**config.mk**
```make
export PLATFORM = sky130hd
export DESIGN_NAME = epc_top
export DESIGN_NICKNAME = d
export VERILOG_FILES = /design/src/rtl/epc_pkg.sv /design/src/rtl/epc_array.sv /design/src/rtl/epc_sync.sv /design/src/rtl/epc_top.sv
export SDC_FILE = /design/constraint.sdc
export NUM_CORES = 2
export LEC_CHECK = 0
export ABC_AREA = 0
export BUFFER_PORTS_ARGS = -buffer_cell sky130_fd_sc_hd__buf_4
export CORE_ASPECT_RATIO = 0.9
export CORE_MARGIN = 2
export CORE_UTILIZATION = 47
export DETAILED_ROUTE_END_ITERATION = 7
export GPL_TIMING_DRIVEN = 0
export PLACE_DENSITY_LB_ADDON = 0.25
export SLEW_MARGIN = 20
export SYNTH_ARGS = -nofsm -noshare
export SYNTH_HDL_FRONTEND = slang
export SYNTH_HIERARCHICAL = 1
export SYNTH_SLANG_ARGS = --single-unit
```
**constraint.sdc**
```tcl
create_clock -name CLK_SYS -period 4.2 [get_ports CLK_SYS]
set_clock_uncertainty 0.15 [all_clocks]
set_input_delay 0.21 -clock CLK_SYS [delete_from_list [all_inputs] [get_ports CLK_SYS]]
set_output_delay 0.21 -clock CLK_SYS [all_outputs]
set_load 0.05 [all_outputs]
```
**src/rtl/epc_pkg.sv**
```systemverilog
// shared constants and types of the nonvolatile program control block
`default_nettype none
package epc_pkg;
  localparam logic [31:0] CTRL_ADDR     = 32'h0000001c;
  localparam logic [31:0] ARRAY_BASE    = 32'h00000140;
  localparam int          ARRAY_BYTES   = 128;
  localparam logic [31:0] ARRAY_SPAN    = 32'h00000200;
  localparam int          IDX_W         = 7;
  localparam int          BLK_LSB       = 5;
  localparam logic [7:0]  CTRL_RESET    = 8'h00;
  localparam logic [7:0]  ERASED_BYTE   = 8'hff;
  localparam int          POS_PGM       = 0;
  localparam int          POS_PUMP      = 1;
  localparam int          POS_ERASE_LO  = 2;
  localparam int          POS_ERASE_HI  = 3;
  localparam int          POS_CAPTURE   = 4;
  localparam int          POS_RC_SEL    = 5;

  typedef enum logic [1:0] {
    ERASE_NONE  = 2'b00,
    ERASE_BYTE  = 2'b01,
    ERASE_BLOCK = 2'b10,
    ERASE_BULK  = 2'b11
  } epc_erase_t;

  // bit 0 upward: pgm, pump, erase[1:0], capture, rc_sel, spare
  typedef struct packed {
    logic [1:0] spare;
    logic       rc_clock_select;
    logic       bus_capture_bit;
    epc_erase_t erase_select;
    logic       charge_pump_enable;
    logic       program_power_enable;
  } epc_ctrl_t;

  typedef enum logic [2:0] {
    ENG_IDLE  = 3'b000,
    ENG_READ  = 3'b001,
    ENG_MERGE = 3'b011,
    ENG_SWEEP = 3'b010,
    ENG_DONE  = 3'b110
  } epc_eng_t;
endpackage
`default_nettype wire

```
**src/rtl/epc_array.sv**
```systemverilog
// byte array storage, registered read port
`default_nettype none
module epc_array (
  input  wire logic                      CLK_SYS,
  input  wire logic                      RST,
  input  wire logic [epc_pkg::IDX_W-1:0] raddr,
  output logic      [7:0]                rdata,
  input  wire logic                      we,
  input  wire logic [epc_pkg::IDX_W-1:0] waddr,
  input  wire logic [7:0]                wdata
);
  import epc_pkg::*;
  logic [7:0] mem [ARRAY_BYTES];

  always_ff @(posedge CLK_SYS) begin
    if (we) begin
      mem[waddr] <= wdata;
    end
  end

  always_ff @(posedge CLK_SYS) begin
    if (RST) begin
      rdata <= 8'h00;
    end else begin
      rdata <= mem[raddr];
    end
  end
endmodule
`default_nettype wire

```
**src/rtl/epc_sync.sv**
```systemverilog
// three-stage synchroniser with agreement filter
`default_nettype none
module epc_sync (
  input  wire logic CLK_SYS,
  input  wire logic RST,
  input  wire logic async_in,
  output logic      level_out
);
  logic s1_ff;
  logic s2_ff;
  logic s3_ff;

  always_ff @(posedge CLK_SYS) begin
    if (RST) begin
      s1_ff <= 1'b0;
      s2_ff <= 1'b0;
      s3_ff <= 1'b0;
    end else begin
      s1_ff <= async_in;
      s2_ff <= s1_ff;
      s3_ff <= s2_ff;
    end
  end

  always_ff @(posedge CLK_SYS) begin
    if (RST) begin
      level_out <= 1'b0;
    end else if (s2_ff == s3_ff) begin
      level_out <= s3_ff;
    end
  end
endmodule
`default_nettype wire

```
**src/rtl/epc_top.sv**
```systemverilog
// program and erase control for the on-chip nonvolatile byte array
`default_nettype none
// What this block does
// - 128-byte array based at 0x0140
// - one control register at 0x001C
// - pump enable bit drives charge pump
// - no array voltage without power enable
// - erase field selects program/byte/block/bulk
// - byte erase clears only addressed byte
// - block erase covers aligned 32 bytes
// - bulk erase covers whole array
// - capture bit latches array write address/data
// - captured write inhibits array reads
// - capture clear gives normal reads; reset clears
// - rc select steps logic from RC
// - RC oscillator stopped in stop mode
// - power enable powers pump and array
// - power enable writable only while capture bit set
// - clearing capture clears power enable
module epc_top (
  input  wire logic        CLK_SYS,
  input  wire logic        RST,
  input  wire logic        HSEL,
  input  wire logic [31:0] HADDR,
  input  wire logic [1:0]  HTRANS,
  input  wire logic        HWRITE,
  input  wire logic [2:0]  HSIZE,
  input  wire logic [31:0] HWDATA,
  input  wire logic        HREADY,
  output logic      [31:0] HRDATA,
  output logic             HREADYOUT,
  output logic             HRESP,
  input  wire logic        RC_CLK,
  input  wire logic        STOP_MODE,
  output logic             PUMP_ON,
  output logic             ARRAY_HV_ON,
  output logic             RC_OSC_EN
);
  import epc_pkg::*;

  epc_ctrl_t          ctrl_ff;
  epc_ctrl_t          nxt_ctrl;
  epc_ctrl_t          wr_val;
  logic               wr_pend_ff;
  logic               wr_ctrl_ff;
  logic               wr_arr_ff;
  logic [IDX_W-1:0]   wr_idx_ff;
  logic [1:0]         rd_stage_ff;
  logic               rd_ctrl_ff;
  logic               rd_arr_ff;
  logic [IDX_W-1:0]   rd_idx_ff;
  logic               captured_ff;
  logic [IDX_W-1:0]   cap_idx_ff;
  logic [7:0]         cap_data_ff;
  epc_eng_t           eng_ff;
  epc_eng_t           nxt_eng;
  logic [IDX_W-1:0]   eng_addr_ff;
  logic [IDX_W-1:0]   nxt_eng_addr;
  logic [IDX_W-1:0]   eng_last_ff;
  logic [IDX_W-1:0]   nxt_eng_last;
  logic               rc_level;
  logic               rc_prev_ff;
  logic               step;
  logic               accept;
  logic [31:0]        addr_off;
  logic               hit_ctrl;
  logic               hit_arr;
  logic               arr_we;
  logic [7:0]         arr_wdata;
  logic [7:0]         arr_rdata;
  logic [IDX_W-1:0]   arr_raddr;
  logic               eng_busy;
  logic               wr_capture;

  // address phase decode
  assign accept   = HSEL & HTRANS[1] & HREADY;
  assign addr_off = HADDR - ARRAY_BASE;
  assign hit_ctrl = (HADDR == CTRL_ADDR);
  assign hit_arr  = (HADDR >= ARRAY_BASE) && (addr_off < ARRAY_SPAN);

  always_ff @(posedge CLK_SYS) begin
    if (RST) begin
      wr_pend_ff <= 1'b0;
      wr_ctrl_ff <= 1'b0;
      wr_arr_ff  <= 1'b0;
      wr_idx_ff  <= '0;
    end else begin
      wr_pend_ff <= accept & HWRITE;
      if (accept & HWRITE) begin
        wr_ctrl_ff <= hit_ctrl;
        wr_arr_ff  <= hit_arr;
        wr_idx_ff  <= addr_off[IDX_W+1:2];
      end
    end
  end

  // reads wait two cycles so the array word and the reply come from registers
  always_ff @(posedge CLK_SYS) begin
    if (RST) begin
      rd_stage_ff <= 2'd0;
      rd_ctrl_ff  <= 1'b0;
      rd_arr_ff   <= 1'b0;
      rd_idx_ff   <= '0;
    end else if (rd_stage_ff == 2'd1) begin
      rd_stage_ff <= 2'd2;
    end else if (rd_stage_ff == 2'd2) begin
      rd_stage_ff <= 2'd0;
    end else if (accept & ~HWRITE) begin
      rd_stage_ff <= 2'd1;
      rd_ctrl_ff  <= hit_ctrl;
      rd_arr_ff   <= hit_arr;
      rd_idx_ff   <= addr_off[IDX_W+1:2];
    end
  end

  always_ff @(posedge CLK_SYS) begin
    if (RST) begin
      HREADYOUT <= 1'b1;
      HRDATA    <= 32'h00000000;
      HRESP     <= 1'b0;
    end else begin
      HRESP <= 1'b0;
      if (rd_stage_ff == 2'd2) begin
        HREADYOUT <= 1'b1;
        if (rd_ctrl_ff) begin
          HRDATA <= {24'h000000, ctrl_ff};
        end else if (rd_arr_ff && !(ctrl_ff.bus_capture_bit && captured_ff)) begin
          HRDATA <= {24'h000000, arr_rdata};
        end else begin
          HRDATA <= 32'h00000000;
        end
      end else if (accept & ~HWRITE) begin
        HREADYOUT <= 1'b0;
      end
    end
  end

  // control register write
  assign wr_val = epc_ctrl_t'(HWDATA[7:0]);

  always_comb begin
    nxt_ctrl = ctrl_ff;
    if (wr_pend_ff && wr_ctrl_ff) begin
      nxt_ctrl.spare              = 2'b00;
      nxt_ctrl.charge_pump_enable = wr_val.charge_pump_enable;
      nxt_ctrl.erase_select       = wr_val.erase_select;
      nxt_ctrl.bus_capture_bit    = wr_val.bus_capture_bit;
      nxt_ctrl.rc_clock_select    = wr_val.rc_clock_select;
      if (ctrl_ff.bus_capture_bit) begin
        nxt_ctrl.program_power_enable = wr_val.program_power_enable;
      end
    end
    if (!nxt_ctrl.bus_capture_bit) begin
      nxt_ctrl.program_power_enable = 1'b0;
    end
  end

  always_ff @(posedge CLK_SYS) begin
    if (RST) begin
      ctrl_ff <= epc_ctrl_t'(CTRL_RESET);
    end else begin
      ctrl_ff <= nxt_ctrl;
    end
  end

  always_ff @(posedge CLK_SYS) begin
    if (RST) begin
      PUMP_ON     <= 1'b0;
      ARRAY_HV_ON <= 1'b0;
      RC_OSC_EN   <= 1'b0;
    end else begin
      PUMP_ON     <= nxt_ctrl.charge_pump_enable | nxt_ctrl.program_power_enable;
      ARRAY_HV_ON <= nxt_ctrl.program_power_enable;
      RC_OSC_EN   <= nxt_ctrl.rc_clock_select & ~STOP_MODE;
    end
  end

  // array write capture while the capture bit is set
  assign wr_capture = wr_pend_ff & wr_arr_ff & ctrl_ff.bus_capture_bit;

  always_ff @(posedge CLK_SYS) begin
    if (RST) begin
      captured_ff <= 1'b0;
      cap_idx_ff  <= '0;
      cap_data_ff <= 8'h00;
    end else if (!nxt_ctrl.bus_capture_bit) begin
      captured_ff <= 1'b0;
    end else if (wr_capture) begin
      captured_ff <= 1'b1;
      cap_idx_ff  <= wr_idx_ff;
      cap_data_ff <= HWDATA[7:0];
    end
  end

  // rc tick: rising edge of the synchronised oscillator
  epc_sync u_rc_sync (
    .CLK_SYS   (CLK_SYS),
    .RST       (RST),
    .async_in  (RC_CLK),
    .level_out (rc_level)
  );

  always_ff @(posedge CLK_SYS) begin
    if (RST) begin
      rc_prev_ff <= 1'b0;
    end else begin
      rc_prev_ff <= rc_level;
    end
  end

  assign step = ctrl_ff.rc_clock_select ? (rc_level & ~rc_prev_ff) : 1'b1;

  // program / erase engine, runs while power is applied to a captured byte
  always_comb begin
    nxt_eng      = eng_ff;
    nxt_eng_addr = eng_addr_ff;
    nxt_eng_last = eng_last_ff;
    if (!ctrl_ff.program_power_enable || !captured_ff) begin
      nxt_eng = ENG_IDLE;
    end else if (step) begin
      case (eng_ff)
        ENG_IDLE: begin
          case (ctrl_ff.erase_select)
            ERASE_NONE: begin
              nxt_eng      = ENG_READ;
              nxt_eng_addr = cap_idx_ff;
            end
            ERASE_BYTE: begin
              nxt_eng      = ENG_SWEEP;
              nxt_eng_addr = cap_idx_ff;
              nxt_eng_last = cap_idx_ff;
            end
            ERASE_BLOCK: begin
              nxt_eng      = ENG_SWEEP;
              nxt_eng_addr = {cap_idx_ff[IDX_W-1:BLK_LSB], 5'h00};
              nxt_eng_last = {cap_idx_ff[IDX_W-1:BLK_LSB], 5'h1f};
            end
            default: begin
              nxt_eng      = ENG_SWEEP;
              nxt_eng_addr = 7'h00;
              nxt_eng_last = 7'h7f;
            end
          endcase
        end
        ENG_READ: begin
          nxt_eng = ENG_MERGE;
        end
        ENG_MERGE: begin
          nxt_eng = ENG_DONE;
        end
        ENG_SWEEP: begin
          if (eng_addr_ff == eng_last_ff) begin
            nxt_eng = ENG_DONE;
          end else begin
            nxt_eng_addr = eng_addr_ff + 7'h01;
          end
        end
        ENG_DONE: begin
          nxt_eng = ENG_DONE;
        end
        default: begin
          nxt_eng = ENG_IDLE;
        end
      endcase
    end
  end

  always_ff @(posedge CLK_SYS) begin
    if (RST) begin
      eng_ff      <= ENG_IDLE;
      eng_addr_ff <= '0;
      eng_last_ff <= '0;
    end else begin
      eng_ff      <= nxt_eng;
      eng_addr_ff <= nxt_eng_addr;
      eng_last_ff <= nxt_eng_last;
    end
  end

  // programming can only clear bits; erase returns bytes to all ones
  assign eng_busy  = ctrl_ff.program_power_enable & captured_ff;
  assign arr_we    = eng_busy & step & ((eng_ff == ENG_SWEEP) | (eng_ff == ENG_MERGE));
  assign arr_wdata = (eng_ff == ENG_SWEEP) ? ERASED_BYTE : (arr_rdata & cap_data_ff);
  assign arr_raddr = eng_busy ? eng_addr_ff : rd_idx_ff;

  epc_array u_array (
    .CLK_SYS (CLK_SYS),
    .RST     (RST),
    .raddr   (arr_raddr),
    .rdata   (arr_rdata),
    .we      (arr_we),
    .waddr   (eng_addr_ff),
    .wdata   (arr_wdata)
  );
endmodule
`default_nettype wire

```
==> results.json <==
{
  "start_util_pct": 47.6,
  "grt-ovfl-total": 0,
  "clkSlewWorstSetupHoldPaths_ps": 60,
  "final.setup.tns_ps": -117,
  "setup-violations-final": 4,
  "stdcell_count": 4088,
  "grt_pass1_vias": 24814,
  "drive_above_1_share_pct": 19.0,
  "drc_errors": 0,
  "setup_ws_ps": -50.4,
  "setup.worst_path.end_class": "flip-flop",
  "required_ps": 4570,
  "placed_area_sq_um": 46900,
  "numCtsBuffers": 109,
  "clock_sinks": 1108,
  "final_nets": 2843,
  "netlist_instances": 2509,
  "yosys_warnings": 6,
  "fillers": 7145,
  "rsz0062_at_grt": "false",
  "yosysSeqAreaShare_pct": 73.1,
  "slew_viol_final": 0,
  "hold_viol": 0,
  "crit_fanout": 12,
  "violations": "negative setup slack",
  "drt_iter0_drc": 3734,
  "synthSimpleGateAreaFrac_pct": 5.20,
  "cpPeakStageDelay_ps": 640,
  "via_per_inst": 6.30,
  "leakagePower_nw": 15.2,
  "outcome": "finished, violations left",
  "yosysUniqueCellTypes": 67,
  "clk_latency_ps": 690,
  "max_slew_margin_pct": 17.6,
  "finalInstanceArea_sq_um": 50900,
  "antenna_found_initial": 4,
  "clk_path_buf_depth": 3,
  "cap_violations": 0,
  "via_count": 25736,
  "avgSynthCellArea_sq_um": 17.7,
  "arrival_ps": 4620,
  "synthAdderAreaFrac_pct": 0.226,
  "synth_top_area_share_pct": 69.3,
  "place_congestion": 0.964,
  "yosys-top-cells-area": "edfxtp_1, mux4_2, mux2i_1",
  "drt_pass1_iterations": 6,
  "die_area_sq_um": 96900,
  "vdd_ir_drop_max_v": 0.000304,
  "fp.dieH_um": 296,
  "synthesis.area_sq_um": 44400,
  "grt_pass1_wl_mm": 178,
  "ys_ff_latch": 1108,
  "hold_class": "in -> reg",
  "fmax_ghz": 0.235,
  "fin_crit_sh_pct": 101,
  "area_growth_pct": 14.6,
  "worst_slew_pin_slew_ps": 1230,
  "fin_crit_ps": 4250,
  "synth_top_family_by_area": "multiplexers",
  "place_hpwl_mm": 86.1,
  "synth_compound_area_share_pct": 4.92,
  "grt_usage_pct": 26.0,
  "num_rows": 106,
  "startpoint_type": "flip-flop",
  "grt_max_degree": 79,
  "cts_tree": "yes",
  "power_density_nw_per_um2": 430,
  "crit_path_cell_trace": "inv_1 -> o21ai_1 -> buf_2 -> buf_1 -> clkbuf_2 -> nand2_1 -> a21oi_1 -> nor3_1 -> a31oi_1",
  "ys.flop_type": "edfxtp_1",
  "die_w_um": 328,
  "io_pins": 113,
  "synthMuxAreaShare_pct": 13.6,
  "numPortBuffers": 59,
  "avgRoutedWirePerCell_um": 31.0,
  "ant_nets": 0,
  "synth_edf_count": 1024,
  "critPathKind": "reg -> reg",
  "synth_async_sr_flop_share_pct": 0,
  "crit_slowest_cell": "buf_1",
  "htreeDepth": 3,
  "dp_cells": 3847,
  "synth_xor_area_share_pct": 0.296,
  "clock-root-buffer": "clkbuf_16",
  "routed_wl_mm": 127,
  "synth_top_area_cell": "edfxtp_1",
  "coreArea_sq_um": 93200
}
-- registers in the layout, summed over array words and instances, names as in the netlist, 2 cells and up --
signal,cells
cap_idx_ff,7
u_array/rdata,8
rd_idx_ff,7
HRDATA,8
eng_ff,3
ctrl_ff,5
eng_last_ff,7
eng_addr_ff,7
wr_idx_ff,7
cap_data_ff,8
rd_stage_ff,2
u_array/mem,1024
-- power by group --
group,switching [mW],internal [mW]
logic,0.369,0.217
clock network,4.06,5.32
registers,0.00885,11.9
-- critical path: cells and delay by family, from the launching register on --
kind / cells / cell delay (ps)
flops: 1 / 580
simple gates: 2 / 380
buf+inv: 4 / 1700
compound gates: 3 / 1250
-- per-layer routing --
| layer | global-route usage, % | vias to the layer above | share of wire [%] | routed length [um] |
|---|---|---|---|---|
| met4 | 9.86 | 6 | 4.2 | 5330 |
| met3 | 6.75 | 308 | 12 | 14600 |
| li1 | - | 10553 | - | - |
| met5 | 0 | - | 0.032 | 41 |
| met2 | 40.2 | 1560 | 45 | 57500 |
| met1 | 35.7 | 13309 | 39 | 49200 |
-- cells in the final DEF (no fill, tap or decap), types with 30 or more instances in the layout --
cell	count
a22oi_1	78
a211oi_1	30
mux4_2	155
mux2i_1	200
clkbuf_1	78
nor2_1	182
clkbuf_16	109
nand2_1	129
nand3_1	55
buf_4	93
edfxtp_1	1024
dfxtp_1	82
dlygate4sd3_1	44
a21oi_1	63
-- cell type report --
cell class / instances / area, sq um / area share (%)
antenna: 1 / 2.50 / 0.00492
tap: 1242 / 1550 / 3.06
clock inverter: 57 / 537 / 1.06
buffer: 161 / 1180 / 2.32
timing repair buffer: 117 / 1200 / 2.35
clock buffer: 140 / 2870 / 5.65
inverter: 13 / 48.8 / 0.0959
multi-input combinational: 1249 / 11000 / 21.7
sequential: 1108 / 32400 / 63.8
-- through the flow --
step / hold WS [ps] / worst slack, ps / power [mW] / utilization (%)
6_report: 163 / -50.4 / 21.8 / 54.6
5_1_grt: 150 / 13.4 / 22.4 / 54.6
3_3_place_gp: 231 / -1530 / 12.6 / 49.8
2_1_floorplan: 129 / 842 / 12.4 / -
3_5_place_dp: 230 / -703 / 12.7 / 50.3
4_1_cts: 130 / 15.5 / 22.0 / 54.5
-- synthesized netlist by cell type (all sizes together) (18+ instances only) --
cell / instances
a211oi: 31
a21oi: 63
a22oi: 78
buf: 98
clkbuf: 65
dfxtp: 84
edfxtp: 1024
mux2i: 200
mux4: 172
nand2: 138
nand3: 55
nor2: 190
nor2b: 22
nor3: 40
o21ai: 31
o22ai: 18
-- what timing repair did --
| action | CTS | global route |
|---|---|---|
| hold buffers | 41 | 4 |
| cloned | 0 | 0 |
| gates resized for setup | 27 | 13 |
| endpoints found under the hold margin | 46 | 1 |
| pin swaps | 0 | 1 |
| setup buffers | 0 | 0 |
| endpoints found under the setup margin | 8 | 9 |
-- cell families (layout without fill, tap and decap cells) --
logic type | Yosys count | count (layout)
compound gates | 310 | 310
xor+xnor | 15 | 15
fa+ha+maj | 8 | 8
buf+inv | 176 | 488
flops | 1108 | 1108
mux | 379 | 379
other cells | 1 | 26
simple gates | 512 | 512
-- final timing paths --
kind / from / endpoint / slack (ps) / cells past startpoint
worst min-delay path: HWDATA[6] / cap_data_ff[6] / 160 / 4
worst max register to register: eng_addr_ff[4] / u_array/rdata[5] / -50 / 9
worst min register to register: u_rc_sync/s1_ff / u_rc_sync/s2_ff / 300 / 1
worst max-delay path: eng_addr_ff[4] / u_array/rdata[5] / -50 / 9
No activity file was read; power rests on OpenSTA's default activity.
